### src/rtl/bse_pkg.sv
// Constants and types for the tester status and error insertion block
package bse_pkg;

	// ==========================================================
	// Register indices, byte address is four times the index
	localparam logic [7:0] IDX_CTRL = 8'h30;
	localparam logic [7:0] IDX_ERRCTL = 8'h32;
	localparam logic [7:0] IDX_AWC = 8'h33;
	localparam logic [7:0] IDX_LIVE = 8'h38;
	localparam logic [7:0] IDX_LAT = 8'h39;
	localparam logic [7:0] IDX_IE = 8'h3a;
	localparam logic [7:0] IDX_BITS0 = 8'h40;
	localparam logic [7:0] IDX_BITS3 = 8'h43;
	localparam logic [7:0] IDX_ERRS0 = 8'h44;
	localparam logic [7:0] IDX_ERRS2 = 8'h46;

	// ==========================================================
	// Field positions
	localparam int CTRL_LOAD_BIT = 0;
	localparam int CTRL_TXEN_BIT = 5;
	localparam int ERRCTL_SBE_BIT = 0;
	localparam int ST_LOCK = 0;
	localparam int ST_EOVF = 1;
	localparam int ST_BOVF = 2;
	localparam int ST_BERR = 3;
	localparam int ST_ZERO = 4;
	localparam int ST_ONES = 5;

	// ==========================================================
	// Reset values
	localparam logic [7:0] CTRL_RST = 8'h00;
	localparam logic [3:0] ERRCTL_RST = 4'h0;
	localparam logic [7:0] AWC_RST = 8'h00;
	localparam logic [3:0] IE_RST = 4'h0;

	// ==========================================================
	// Pattern and detector counts
	localparam logic [2:0] PS_ALT_WORD = 3'h1;
	localparam logic [5:0] LOCK_MATCH_RUN = 6'h20;
	localparam logic [5:0] WINDOW_LAST = 6'h3f;
	localparam logic [2:0] WINDOW_ERR_LIMIT = 3'h6;
	localparam logic [5:0] SAME_RUN = 6'h20;
	localparam logic [3:0] WORD_LAST_BIT = 4'hf;

	// Automatic insertion intervals in generated bits
	localparam logic [23:0] IVL_1 = 24'h00_000a;
	localparam logic [23:0] IVL_2 = 24'h00_0064;
	localparam logic [23:0] IVL_3 = 24'h00_03e8;
	localparam logic [23:0] IVL_4 = 24'h00_2710;
	localparam logic [23:0] IVL_5 = 24'h01_86a0;
	localparam logic [23:0] IVL_6 = 24'h0f_4240;
	localparam logic [23:0] IVL_7 = 24'h98_9680;

	// ==========================================================
	// Alternating word phase
	typedef enum logic [1:0] {
		AW_LOW = 2'b01,
		AW_HIGH = 2'b10
	} bse_aw_type;

endpackage : bse_pkg

### src/rtl/bse_tester.sv
// Tester status, error insertion and alternating word logic
`timescale 1ns/10ps
module bse_tester
	import bse_pkg::*;
(
	input wire logic clk_i,
	input wire logic rst_i,
	input wire logic wb_cyc_i,
	input wire logic wb_stb_i,
	input wire logic wb_we_i,
	input wire logic [9:0] wb_adr_i,
	input wire logic [3:0] wb_sel_i,
	input wire logic [31:0] wb_dat_i,
	output logic [31:0] wb_dat_o,
	output logic wb_ack_o,
	input wire logic [2:0] pattern_select_i,
	input wire logic [31:0] pattern_words_i,
	input wire logic pattern_load_i,
	input wire logic gen_bit_i,
	input wire logic gen_valid_i,
	output logic tx_bit_o,
	output logic tx_valid_o,
	input wire logic rx_bit_i,
	input wire logic rx_valid_i,
	input wire logic expected_bit_i,
	input wire logic tester_global_irq_en_i,
	output logic irq_o
);

	// ==========================================================
	// Helpers
	function automatic logic [23:0] rate_interval(input logic [2:0] code);
		logic [23:0] v;
		v = IVL_1;
		unique case (code)
			3'h1: v = IVL_1;
			3'h2: v = IVL_2;
			3'h3: v = IVL_3;
			3'h4: v = IVL_4;
			3'h5: v = IVL_5;
			3'h6: v = IVL_6;
			3'h7: v = IVL_7;
			default: v = IVL_1;
		endcase
		return v;
	endfunction : rate_interval

	function automatic logic is_index(input logic [9:0] adr,
		input logic [7:0] idx);
		return (adr[9:2] == idx);
	endfunction : is_index

	// ==========================================================
	// State
	typedef struct packed {
		logic ack;
		logic [7:0] rdata;
		logic [7:0] ctrl;
		logic [3:0] errctl;
		logic [7:0] awc;
		logic [3:0] ie;
		logic [5:0] lat;
		logic load_prev;
		logic sbe_prev;
		logic sbe_pend;
		logic [23:0] ins_cnt;
		logic locked;
		logic [5:0] match_cnt;
		logic [5:0] win_cnt;
		logic [2:0] win_err;
		logic [5:0] zrun;
		logic [5:0] orun;
		logic [31:0] bit_cnt;
		logic [23:0] err_cnt;
		logic bit_ovf;
		logic err_ovf;
		logic [31:0] bit_snap;
		logic [23:0] err_snap;
		bse_aw_type aw_phase;
		logic [3:0] aw_idx;
		logic [7:0] aw_rep;
		logic tx_bit;
		logic tx_valid;
	} bse_state_type;

	bse_state_type state_reg;
	bse_state_type state_next;

	// ==========================================================
	// Next state
	always_comb
	begin
		logic wr;
		logic [5:0] clr;
		logic [5:0] set;
		logic [5:0] live_now;
		logic [5:0] live_new;
		logic load_rise;
		logic bit_err;
		logic match;
		logic [2:0] werr;
		logic src_bit;
		logic flip;
		logic [7:0] rd;
		wr = 1'b0;
		clr = 6'h00;
		set = 6'h00;
		live_now = 6'h00;
		live_new = 6'h00;
		load_rise = 1'b0;
		bit_err = 1'b0;
		match = 1'b0;
		werr = 3'h0;
		src_bit = 1'b0;
		flip = 1'b0;
		rd = 8'h00;
		state_next = state_reg;

		// ======================================================
		// Bus slave
		state_next.ack = wb_cyc_i & wb_stb_i & ~state_reg.ack;
		wr = state_reg.ack & wb_cyc_i & wb_stb_i & wb_we_i & wb_sel_i[0];
		if (wr && is_index(wb_adr_i, IDX_CTRL))
		begin
			state_next.ctrl = wb_dat_i[7:0];
		end
		if (wr && is_index(wb_adr_i, IDX_ERRCTL))
		begin
			state_next.errctl = wb_dat_i[3:0];
		end
		if (wr && is_index(wb_adr_i, IDX_AWC))
		begin
			state_next.awc = wb_dat_i[7:0];
		end
		if (wr && is_index(wb_adr_i, IDX_IE))
		begin
			state_next.ie = wb_dat_i[3:0];
		end
		if (wr && is_index(wb_adr_i, IDX_LAT))
		begin
			clr = wb_dat_i[5:0];
		end

		// ======================================================
		// Counters and count load
		load_rise = state_reg.ctrl[CTRL_LOAD_BIT] & ~state_reg.load_prev;
		state_next.load_prev = state_reg.ctrl[CTRL_LOAD_BIT];
		match = (rx_bit_i == expected_bit_i);
		bit_err = rx_valid_i & state_reg.locked & ~match;
		if (load_rise)
		begin
			state_next.bit_snap = state_reg.bit_cnt;
			state_next.err_snap = state_reg.err_cnt;
			state_next.bit_cnt = 32'h0000_0000;
			state_next.err_cnt = 24'h00_0000;
			state_next.bit_ovf = 1'b0;
			state_next.err_ovf = 1'b0;
		end
		else
		begin
			if (rx_valid_i && !(&state_reg.bit_cnt))
			begin
				state_next.bit_cnt = state_reg.bit_cnt + 32'h0000_0001;
			end
			if (bit_err && !(&state_reg.err_cnt))
			begin
				state_next.err_cnt = state_reg.err_cnt + 24'h00_0001;
			end
			state_next.bit_ovf = state_reg.bit_ovf | (&state_next.bit_cnt);
			state_next.err_ovf = state_reg.err_ovf | (&state_next.err_cnt);
		end

		// ======================================================
		// Pattern lock
		if (rx_valid_i && !state_reg.locked)
		begin
			state_next.match_cnt = match ?
				state_reg.match_cnt + 6'h01 : 6'h00;
			if (state_next.match_cnt == LOCK_MATCH_RUN)
			begin
				state_next.locked = 1'b1;
				state_next.win_cnt = 6'h00;
				state_next.win_err = 3'h0;
			end
		end
		else if (rx_valid_i)
		begin
			werr = state_reg.win_err + {2'b00, bit_err};
			state_next.win_cnt = state_reg.win_cnt + 6'h01;
			if (werr >= WINDOW_ERR_LIMIT)
			begin
				state_next.locked = 1'b0;
				state_next.match_cnt = 6'h00;
			end
			else if (state_reg.win_cnt == WINDOW_LAST)
			begin
				state_next.win_err = 3'h0;
			end
			else
			begin
				state_next.win_err = werr;
			end
		end

		// ======================================================
		// All zeros and all ones runs
		if (rx_valid_i)
		begin
			if (rx_bit_i)
			begin
				state_next.zrun = 6'h00;
				if (state_reg.orun != SAME_RUN)
				begin
					state_next.orun = state_reg.orun + 6'h01;
				end
			end
			else
			begin
				state_next.orun = 6'h00;
				if (state_reg.zrun != SAME_RUN)
				begin
					state_next.zrun = state_reg.zrun + 6'h01;
				end
			end
		end

		// ======================================================
		// Live and latched status
		live_now = {state_reg.orun == SAME_RUN,
			state_reg.zrun == SAME_RUN, 1'b0,
			state_reg.bit_ovf, state_reg.err_ovf, state_reg.locked};
		live_new = {state_next.orun == SAME_RUN,
			state_next.zrun == SAME_RUN, 1'b0,
			state_next.bit_ovf, state_next.err_ovf, state_next.locked};
		set[ST_LOCK] = live_new[ST_LOCK] ^ live_now[ST_LOCK];
		set[ST_EOVF] = live_new[ST_EOVF] & ~live_now[ST_EOVF];
		set[ST_BOVF] = live_new[ST_BOVF] & ~live_now[ST_BOVF];
		set[ST_BERR] = bit_err;
		set[ST_ZERO] = live_new[ST_ZERO] & ~live_now[ST_ZERO];
		set[ST_ONES] = live_new[ST_ONES] & ~live_now[ST_ONES];
		state_next.lat = (state_reg.lat & ~clr) | set;

		// ======================================================
		// Alternating word generator
		if (pattern_load_i)
		begin
			state_next.aw_phase = AW_LOW;
			state_next.aw_idx = 4'h0;
			state_next.aw_rep = 8'h00;
		end
		else if (gen_valid_i && pattern_select_i == PS_ALT_WORD)
		begin
			state_next.aw_idx = state_reg.aw_idx + 4'h1;
			if (state_reg.aw_idx == WORD_LAST_BIT)
			begin
				if (state_reg.aw_rep == state_reg.awc)
				begin
					state_next.aw_rep = 8'h00;
					unique case (state_reg.aw_phase)
						AW_LOW: state_next.aw_phase = AW_HIGH;
						AW_HIGH: state_next.aw_phase = AW_LOW;
						default: state_next.aw_phase = AW_LOW;
					endcase
				end
				else
				begin
					state_next.aw_rep = state_reg.aw_rep + 8'h01;
				end
			end
		end
		if (pattern_select_i == PS_ALT_WORD)
		begin
			src_bit = pattern_words_i[{state_reg.aw_phase == AW_HIGH,
				state_reg.aw_idx}];
		end
		else
		begin
			src_bit = gen_bit_i;
		end

		// ======================================================
		// Error insertion
		state_next.sbe_prev = state_reg.errctl[ERRCTL_SBE_BIT];
		if (state_reg.errctl[ERRCTL_SBE_BIT] && !state_reg.sbe_prev)
		begin
			state_next.sbe_pend = 1'b1;
		end
		if (!state_reg.ctrl[CTRL_TXEN_BIT] || state_reg.errctl[3:1] == 3'h0)
		begin
			state_next.ins_cnt = 24'h00_0000;
		end
		else if (gen_valid_i)
		begin
			if (state_reg.ins_cnt ==
				rate_interval(state_reg.errctl[3:1]) - 24'h00_0001)
			begin
				state_next.ins_cnt = 24'h00_0000;
				flip = 1'b1;
			end
			else
			begin
				state_next.ins_cnt = state_reg.ins_cnt + 24'h00_0001;
			end
		end
		if (gen_valid_i && state_reg.ctrl[CTRL_TXEN_BIT] &&
			state_reg.sbe_pend)
		begin
			flip = 1'b1;
			state_next.sbe_pend = 1'b0;
		end
		state_next.tx_valid = gen_valid_i;
		if (gen_valid_i)
		begin
			state_next.tx_bit = src_bit ^ flip;
		end

		// ======================================================
		// Read data
		if (is_index(wb_adr_i, IDX_CTRL))
		begin
			rd = state_reg.ctrl;
		end
		else if (is_index(wb_adr_i, IDX_ERRCTL))
		begin
			rd = {4'h0, state_reg.errctl};
		end
		else if (is_index(wb_adr_i, IDX_AWC))
		begin
			rd = state_reg.awc;
		end
		else if (is_index(wb_adr_i, IDX_LIVE))
		begin
			rd = {2'b00, live_now};
		end
		else if (is_index(wb_adr_i, IDX_LAT))
		begin
			rd = {2'b00, state_reg.lat};
		end
		else if (is_index(wb_adr_i, IDX_IE))
		begin
			rd = {4'h0, state_reg.ie};
		end
		else if (wb_adr_i[9:2] >= IDX_BITS0 && wb_adr_i[9:2] <= IDX_BITS3)
		begin
			rd = state_reg.bit_snap[{wb_adr_i[3:2], 3'b000} +: 8];
		end
		else if (wb_adr_i[9:2] >= IDX_ERRS0 && wb_adr_i[9:2] <= IDX_ERRS2)
		begin
			rd = state_reg.err_snap[{wb_adr_i[3:2], 3'b000} +: 8];
		end
		if (state_next.ack)
		begin
			state_next.rdata = rd;
		end
	end

	// ==========================================================
	// Registers
	always_ff @(posedge clk_i)
	begin
		if (rst_i)
		begin
			state_reg <= '0;
			state_reg.ctrl <= CTRL_RST;
			state_reg.errctl <= ERRCTL_RST;
			state_reg.awc <= AWC_RST;
			state_reg.ie <= IE_RST;
			state_reg.aw_phase <= AW_LOW;
		end
		else
		begin
			state_reg <= state_next;
		end
	end

	// ==========================================================
	// Outputs
	assign wb_ack_o = state_reg.ack;
	assign wb_dat_o = {24'h00_0000, state_reg.rdata};
	assign tx_bit_o = state_reg.tx_bit;
	assign tx_valid_o = state_reg.tx_valid;
	assign irq_o = tester_global_irq_en_i &
		(|(state_reg.lat[3:0] & state_reg.ie));

endmodule : bse_tester

### config.mk
export PLATFORM = sky130hd
export DESIGN_NAME = bse_tester
export DESIGN_NICKNAME = d
export VERILOG_FILES = /design/src/rtl/bse_pkg.sv /design/src/rtl/bse_tester.sv
export SDC_FILE = /design/constraint.sdc
export NUM_CORES = 1
export LEC_CHECK = 0
export ABC_AREA = 1
export ABC_CLOCK_PERIOD_IN_PS = 6000
export BUFFER_PORTS_ARGS = -buffer_cell sky130_fd_sc_hd__buf_2
export CORE_UTILIZATION = 40
export DETAILED_ROUTE_END_ITERATION = 10
export SYNTH_ARGS = -nofsm -noshare
export SYNTH_HDL_FRONTEND = slang
export SYNTH_SLANG_ARGS = --single-unit
### constraint.sdc
create_clock -name clk_i -period 6 [get_ports clk_i]
set_input_delay 0.3 -clock clk_i [delete_from_list [all_inputs] [get_ports clk_i]]
set_output_delay 0.3 -clock clk_i [all_outputs]
set_load 0.02 [all_outputs]
==> results of run 1 <==
==> cell usage in the layout (no fill, tap or decap), types with 4 or more instances in the layout <==
master and count:
nand2_1 462, nand3b_1 5, inv_1 220, o22ai_1 12, mux2i_1 4, dfxtp_1 224
ha_1 13, inv_2 8, a211oi_1 9, xor2_1 41, nor3_1 37, nand2_2 9
nand3_1 108, nand3_2 8, a22oi_1 8, a21oi_1 162, clkinv_2 6, buf_4 6
nor2_4 7, nor2_1 275, nor2_2 5, o211ai_1 5, nand2_4 5, nand4_1 42
o21ai_0 148, nor4_1 9, clkinv_1 4, conb_1 24, xnor2_1 8, buf_2 75
bufinv_16 6, nor3b_1 4, clkbuf_16 27
==> timing repair <==
action / CTS / global route
buffers inserted: 0 / 0
endpoints found under the setup margin: 0 / 0
hold buffers: 1 / 0
endpoints found under the hold margin: 1 / 0
==> area by class of cell <==
class                      instances  area, sq um
sequential                       224         4480
tap                              402          503
timing repair buffer              82          430
fill                            3313        17300
clock buffer                      32          714
clock inverter                    18          260
multi-input combinational       1442         6990
inverter                         232          871
==> cells by family (layout without fill, tap and decap cells) <==
kind of cell | Yosys count | after routing | share of synthesized area (%)
compound gates | 365 | 365 | 15.3
simple gates | 985 | 985 | 33.3
xor+xnor | 51 | 51 | 3.60
buf+inv | 326 | 364 | 11.1
fa+ha+maj | 13 | 13 | 1.27
other cells | 1 | 24 | 0.0293
mux | 4 | 4 | 0.313
flops | 224 | 224 | 35.0
==> through the flow <==
step | std cells | hold WS (ps) | setup WS, ps | total power, mW
5_1_grt | 2432 | 59.7 | 2800 | 3.63
2_1_floorplan | 1992 | 435 | 3990 | 1.70
3_3_place_gp | 2381 | 451 | 2800 | 1.75
6_report | 2432 | 57.5 | 2950 | 3.51
4_1_cts | 2432 | 42.6 | 2950 | 3.54
3_5_place_dp | 2381 | 460 | 2770 | 1.75
==> power breakdown <==
group	total, mW	switching, mW	internal, mW
registers	1.52	0.0163	1.50
clock network	1.79	0.674	1.11
logic	0.202	0.143	0.0596
total	3.51	0.833	2.67
==> critical path, cell delays in order (launching register included) <==
cell and delay, ps:
dfxtp_1 360, inv_1 190, nor2_4 40, buf_4 390, nor2_1 420, clkinv_1 790
buf_4 550, a21oi_1 190
==> metal layers <==
| layer | up-vias | wire length [um] | track usage [%] |
|---|---|---|---|
| met5 | - | 0 | 0 |
| met4 | 0 | 771 | 5.80 |
| met3 | 59 | 1710 | 2.54 |
| met2 | 291 | 15900 | 35.3 |
| met1 | 5558 | 17200 | 29.7 |
| li1 | 6421 | - | - |
==> path summary, 6_finish.rpt <==
| path | from | end | slack [ps] |
|---|---|---|---|
| hold reg to reg | state_reg[148] | state_reg[148] | 470 |
| setup / recovery | state_next[184] | state_reg[119] | 2950 |
| hold / removal | wb_dat_i[2] | state_reg[205] | 60 |
| setup reg to reg | state_next[184] | state_reg[119] | 2950 |
==> results_dict.tcl, run 1 <==
set metrics [dict create \
    die-height_um 181 \
    synth_area_leaders "dfxtp_1, nand2_1, nor2_1" \
    start_util_pct 40.6 \
    finalSetupTns_ps 0 \
    crit_type "reg -> reg" \
    max-slew-margin-rel_pct 36.5 \
    synth_seq_cells 224 \
    syn_inst 1969 \
    clock_latency_ps 550 \
    final_core_util_pct 45.2 \
    htree_levels 1 \
    drt-total-wl_mm 35.6 \
    grt_pass1_vias 11300 \
    vias 12300 \
    grt-ovfl-total 0 \
    leakage_nw 5.81 \
    drv_slew 0 \
    grt_usage_pct 21.5 \
    synth.cell_area_sq_um 12800 \
    place_area_sq_um 13300 \
    finalHoldViolations 0 \
    ctsResizeCount 0 \
    die_x_um 181 \
    rows 65 \
    numPortBuffers 75 \
    post_synth_num_cell_types 54 \
    yosysSeqAreaShare_pct 35.0 \
    syn_to_final_growth_pct 11.3 \
    largest_reg_flops 211 \
    outcome "complete, no violations" \
    cts_root_buffer "clkbuf_16" \
    drtPass1Iterations 6 \
    numCtsBuffers 27 \
    ios 129 \
    cts_tree "done" \
    core_area_sq_um 31600 \
    cp.arrival_ps 3510 \
    crit_fanout 111 \
    fin_crit_ps 3050 \
    synth_edf_count 0 \
    reg2reg_depth 7 \
    viasPerCell 5.07 \
    fin_skew_ps 18.9 \
    ys_warn_count 0 \
    clock_path_buffers 3 \
    tightest_slew_ps 953 \
    drive_gt1_share_pct 8.92 \
    syn-mean-instance-area_sq_um 6.50 \
    gp_congestion 0.921 \
    antenna_found_initial 0 \
    hpwl_mm 26.2 \
    cap_viol_max_count 0 \
    antenna_cells 0 \
    ys_top_cells_by_count "nand2_1, nor2_1, dfxtp_1" \
    synth_top_area_share_pct 35.0 \
    ant_nets 0 \
    async_flop_share_pct 0 \
    grt_max_degree 112 \
    wl_per_cell_um 14.6 \
    p_per_area_nw_per_um2 246 \
    nets 2115 \
    hold_depth 3 \
    final_area_sq_um 14300 \
    drtIter0Drc 691 \
    required_ps 6470 \
    ir_worst_vdd_v 0.000236 \
    rsz0062_at_grt "no" \
    synth.most_common_cell "nand2_1" \
    cts_sinks 224 \
    fmax_mhz 328 \
    startpoint_type "flip-flop" \
    critPathCaptureType "flip-flop" \
    setup-violations-final 0 \
    clk_pin_slew_ps 60 \
    post-route-period-util_pct 50.8 \
    dieArea_sq_um 32700 \
    synth_top_flop_cell "dfxtp_1" \
    grt_pass1_wl_mm 57.6 \
    drcViolationCount 0 \
    hold_class "in -> reg" \
    synth_top_cell_by_area "dfxtp_1" \
]
Note: power is estimated with default switching activity, not from simulation.
==> inputs of run 2 (changes only) <==
Settings changed: ABC_CLOCK_PERIOD_IN_PS 6000 to 3000.
Clock period 6 ns to 3 ns, I/O delays scaled along.
==> results_dict.tcl, run 2 (synthesis gave the netlist of run 1 again) <==
set metrics [dict create \
    outcome "complete, no violations" \
    cap_viol_max_count 0 \
    cts_setup_buffers 0 \
    min_from "gen_valid_i" \
    hold_class "in -> reg" \
    clk_pin_slew_ps 60 \
    nFillCells 3311 \
    critPathBufInv 0 \
    dieArea_sq_um 32700 \
    dp_cells 2389 \
    drv_slew 0 \
    gp_congestion 0.921 \
    cts_sinks 224 \
    hpwl_mm 26.9 \
    p_sw_mw 1.67 \
    pwr-share-comb_pct 6.1 \
    largest_reg_flops 211 \
    syn_to_final_growth_pct 12.3 \
    core_area_sq_um 31600 \
    wl_met1_mm 17.6 \
    maxUsedRoutingLayer "met4" \
    ant_nets 0 \
    worstPathCellList "ha_1, nand2_4, nor2_8, nand2_4, nor2_8, nand2_4, nand2_4, nand2_2, nand2_1, nand2_1, nor2_1, nand2_1, nor2_2, nand2_1, a21oi_1" \
    reg2reg_depth 15 \
    cts_root_buffer "clkbuf_16" \
    crit_fanout 34 \
    max_stage_delay_ps 440 \
    vias 12600 \
    die-height_um 181 \
    rsz0062_at_grt "no" \
    fmax_mhz 382 \
    final_core_util_pct 45.6 \
    post-route-period-util_pct 87.4 \
    finalNonFillerCells 2450 \
    ctsResizeCount 0 \
    place_area_sq_um 13300 \
    numPortBuffers 75 \
    drtPass1Iterations 6 \
    start_util_pct 40.6 \
    met2WireLength_mm 16.2 \
    antenna_cells 0 \
    cts_tree "done" \
    critical_path.top_delay_family "simple AND/OR/NAND/NOR gates" \
    grt-ovfl-total 0 \
    critPathCaptureType "flip-flop" \
    viasPerCell 5.13 \
    seqPwrFrac_pct 44.1 \
    max-slew-margin-rel_pct 39.8 \
    switching_share_pct 24.3 \
    multiInputGateArea_sq_um 6990 \
    whs_ps 21.6 \
    r2r-start "state_reg[99]" \
    fin_skew_ps 21.1 \
    r2r_end "state_reg[73]" \
    p_clk_share_pct 49.7 \
    die_x_um 181 \
    numCtsBuffers 27 \
    wl_met3_mm 1.50 \
    p_per_area_nw_per_um2 479 \
    drive_gt1_share_pct 9.23 \
    antenna_found_initial 0 \
    nets 2133 \
    rows 65 \
    crit_type "reg -> reg" \
    grt_pass1_vias 11500 \
    final_area_sq_um 14400 \
    grt_pass1_wl_mm 58.7 \
    drtIter0Drc 930 \
    grt_usage_pct 21.8 \
    ios 129 \
    finalSetupTns_ps 0 \
    setup-violations-final 0 \
    timing.reg2reg.setup_slack_ps 380 \
    wl_per_cell_um 14.8 \
    finalHoldViolations 0 \
    grt_max_degree 111 \
    final_cell_mix "nand2_1, nor2_1, dfxtp_1" \
    worst-path-stages 15 \
    hold_buffers 11 \
    hold_depth 3 \
    cp_slowest_cell "dfxtp_1" \
    drcViolationCount 0 \
    required_ps 3460 \
    tightest_slew_ps 903 \
    leakage_nw 5.87 \
    regArea_sq_um 4480 \
    htree_levels 1 \
    p_int_mw 5.21 \
    hold_end "state_reg[159]" \
    final_common_cell "nand2_1" \
    clock_path_buffers 3 \
    clock_latency_ps 540 \
    cp.arrival_ps 3080 \
    startpoint_type "flip-flop" \
    ir_worst_vdd_v 0.000393 \
    fin_crit_ps 2620 \
    drt-total-wl_mm 36.2 \
]
[run 2: changes by cell type in the layout (fill, tap and decap cells not counted)]
| cell | previous run | this run |
|---|---|---|
| clkinv_4 | 3 | 2 |
| buf_4 | 6 | 14 |
| clkinvlp_4 | 2 | 4 |
| clkbuf_8 | 2 | 3 |
| bufinv_16 | 6 | 4 |
| dlygate4sd3_1 | 1 | 11 |
[run 2: worst min-delay path: cells and delay by family]
family                 cells  cell delay (ps)
AOI/OAI and AO/OA          1               50
and+or+nand+nor            1              110
buffers and inverters      1              200
[run 2: how the worst max path moves through the flow]
stage	from	slack [ps]	to
2_1_floorplan	state_reg[74]	990	state_reg[72]
3_3_place_gp	state_reg[99]	480	state_reg[187]
3_5_place_dp	state_reg[99]	420	state_reg[187]
6_report	state_reg[99]	380	state_reg[73]
4_1_cts	state_reg[99]	400	state_reg[73]
5_1_grt	state_reg[99]	170	state_reg[73]
[run 2: power by group through the flow]
stage,registers [mW],logic (mW),clock network [mW]
after CTS,3.04,0.420,3.52
after global routing,3.04,0.469,3.63
after global placement,3.10,0.405,0
after floorplan,3.09,0.300,0
final,3.04,0.422,3.42
after detailed placement,3.10,0.407,0
[run 2: through the flow]
stage          power [mW]  worst slack (ps)
2_1_floorplan        3.39               994
3_3_place_gp         3.50               481
3_5_place_dp         3.51               418
4_1_cts              6.98               400
5_1_grt              7.14               174
6_report             6.88               379
[run 2: area by class of cell]
| class | count | area share (%) |
|---|---|---|
| Clock buffer | 33 | 5.07 |
| Clock inverter | 17 | 1.44 |
| Inverter | 232 | 6.06 |
| Multi-Input combinational cell | 1442 | 48.6 |
| Sequential cell | 224 | 31.2 |
| Tap cell | 402 | 3.50 |
| Timing Repair Buffer | 100 | 4.11 |
[run 2: routing by layer]
| metal | vias up | track usage (%) |
|---|---|---|
| met5 | - | 0 |
| met1 | 5732 | 29.9 |
| met3 | 61 | 2.18 |
| met4 | 0 | 6.58 |
| met2 | 299 | 36.2 |
| li1 | 6469 | - |
==> inputs of run 3 (changes only) <==
Settings changed: CTS_BUF_LIST from default to sky130_fd_sc_hd__clkbuf_8.
==> results_dict.tcl, run 3 (synthesis gave the netlist of run 1 again) <==
set metrics [dict create \
    outcome "complete, no violations" \
    grt_pass1_vias 11600 \
    dieArea_sq_um 32700 \
    setup-violations-final 0 \
    fin_crit_ps 2590 \
    reg2reg_depth 15 \
    clk_pin_slew_ps 60 \
    numCtsBuffers 41 \
    drv_slew 0 \
    finalNonFillerCells 2481 \
    worst-path-stages 15 \
    ant_nets 0 \
    grt_pass1_wl_mm 59.0 \
    vias 12700 \
    die-height_um 181 \
    final_cell_mix "nand2_1, nor2_1, inv_1" \
    numPortBuffers 75 \
    max-slew-margin-rel_pct 39.7 \
    cts_sinks 224 \
    finalSetupTns_ps 0 \
    core_area_sq_um 31600 \
    tightest_slew_ps 904 \
    cts_tree "done" \
    grt_usage_pct 22.1 \
    htree_levels 2 \
    critical_path.top_delay_family "simple AND/OR/NAND/NOR gates" \
    fmax_mhz 387 \
    drcViolationCount 0 \
    crit_fanout 34 \
    cp-startpoint "state_reg[99]" \
    viasPerCell 5.10 \
    min_from "expected_bit_i" \
    antenna_found_initial 0 \
    power_mw 7.06 \
    leakage_nw 5.99 \
    cts_root_buffer "clkbuf_8" \
    startpoint_type "flip-flop" \
    start_util_pct 40.6 \
    rows 65 \
    drtPass1Iterations 5 \
    grt_max_degree 111 \
    rsz0062_at_grt "no" \
    finalHoldViolations 0 \
    clock_path_buffers 3 \
    r2r-start "state_reg[99]" \
    cts_setup_buffers 0 \
    wl_per_cell_um 14.7 \
    syn_to_final_growth_pct 13.4 \
    required_ps 3480 \
    whs_ps 50.8 \
    post-route-period-util_pct 86.2 \
    drive_gt1_share_pct 10.1 \
    crit_type "reg -> reg" \
    cp.arrival_ps 3070 \
    nets 2153 \
    hpwl_mm 26.9 \
    clock_latency_ps 560 \
    cap_viol_max_count 0 \
    dp_cells 2389 \
    hold_class "in -> reg" \
    fin_skew_ps 26.6 \
    ios 129 \
    ir_worst_vdd_v 0.000258 \
    worstPathCellList "ha_1, nand2_4, nor2_8, nand2_4, nor2_8, nand2_4, nand2_4, nand2_2, nand2_1, nand2_1, nor2_1, nand2_1, nor2_2, nand2_1, a21oi_1" \
    critPathCaptureType "flip-flop" \
    largest_reg_flops 211 \
    antenna_cells 0 \
    critPathBufInv 0 \
    drt-total-wl_mm 36.5 \
    hold_depth 4 \
    gp_congestion 0.921 \
    cp_slowest_cell "dfxtp_1" \
    final_common_cell "nand2_1" \
    grt-ovfl-total 0 \
    max_stage_delay_ps 440 \
    p_per_area_nw_per_um2 486 \
    die_x_um 181 \
    drtIter0Drc 960 \
]
==> run 3: cell types whose count changed in the layout (fill, tap and decap cells not counted), moves of 2 or more <==
cell	change
clkbuf_8	+51
clkbuf_16	-27
dlygate4sd3_1	+6
inv_1	+6
bufinv_16	+3
clkbuf_1	-3
clkinv_2	-2
clkinv_4	-2
==> run 3: metal layers <==
layer  GRT usage, %  part of all wire (%)
met5              0                     0
met4           7.63                   2.9
met1           29.7                    47
met2           36.2                    45
met3           2.98                   5.1
==> run 3: tightest hold or removal path, cell delays in order <==
cell	delay, ps
buf_2	100
xnor2_2	140
nand3_1	100
a21oi_1	60
==> run 3: repair_timing <==
action | CTS | global route
endpoints found under the hold margin | 33 | 0
resized for setup | 0 | 0
setup endpoints to repair | 0 | 0
hold buffers | 17 | 0
==> run 3: area by class of cell <==
cell class | instances | area [sq um]
Sequential cell | 224 | 4480
Timing Repair Buffer | 106 | 651
Clock inverter | 21 | 283
Fill cell | 3290 | 17000
Inverter | 232 | 871
Multi-Input combinational cell | 1442 | 6990
Clock buffer | 54 | 743
Tap cell | 402 | 503
==> run 3: final timing paths <==
kind	slack (ps)	to
hold / removal	50	state_reg[152]
setup reg to reg	410	state_reg[73]
setup / recovery	410	state_reg[73]
hold reg to reg	480	state_reg[148]
==> run 3: where the power goes <==
part	total, mW	internal (mW)	switching [mW]
registers	3.04	3.01	0.0320
logic	0.427	0.133	0.293
clock network	3.59	2.22	1.37
==> run 3: through the flow <==
step	util [%]	setup slack (ps)	area [sq um]
after floorplan	-	994	12900
after global placement	42.2	481	13300
after detailed placement	42.2	418	13300
after CTS	46.0	405	14500
after global routing	46.0	171	14500
final	46.0	414	14500
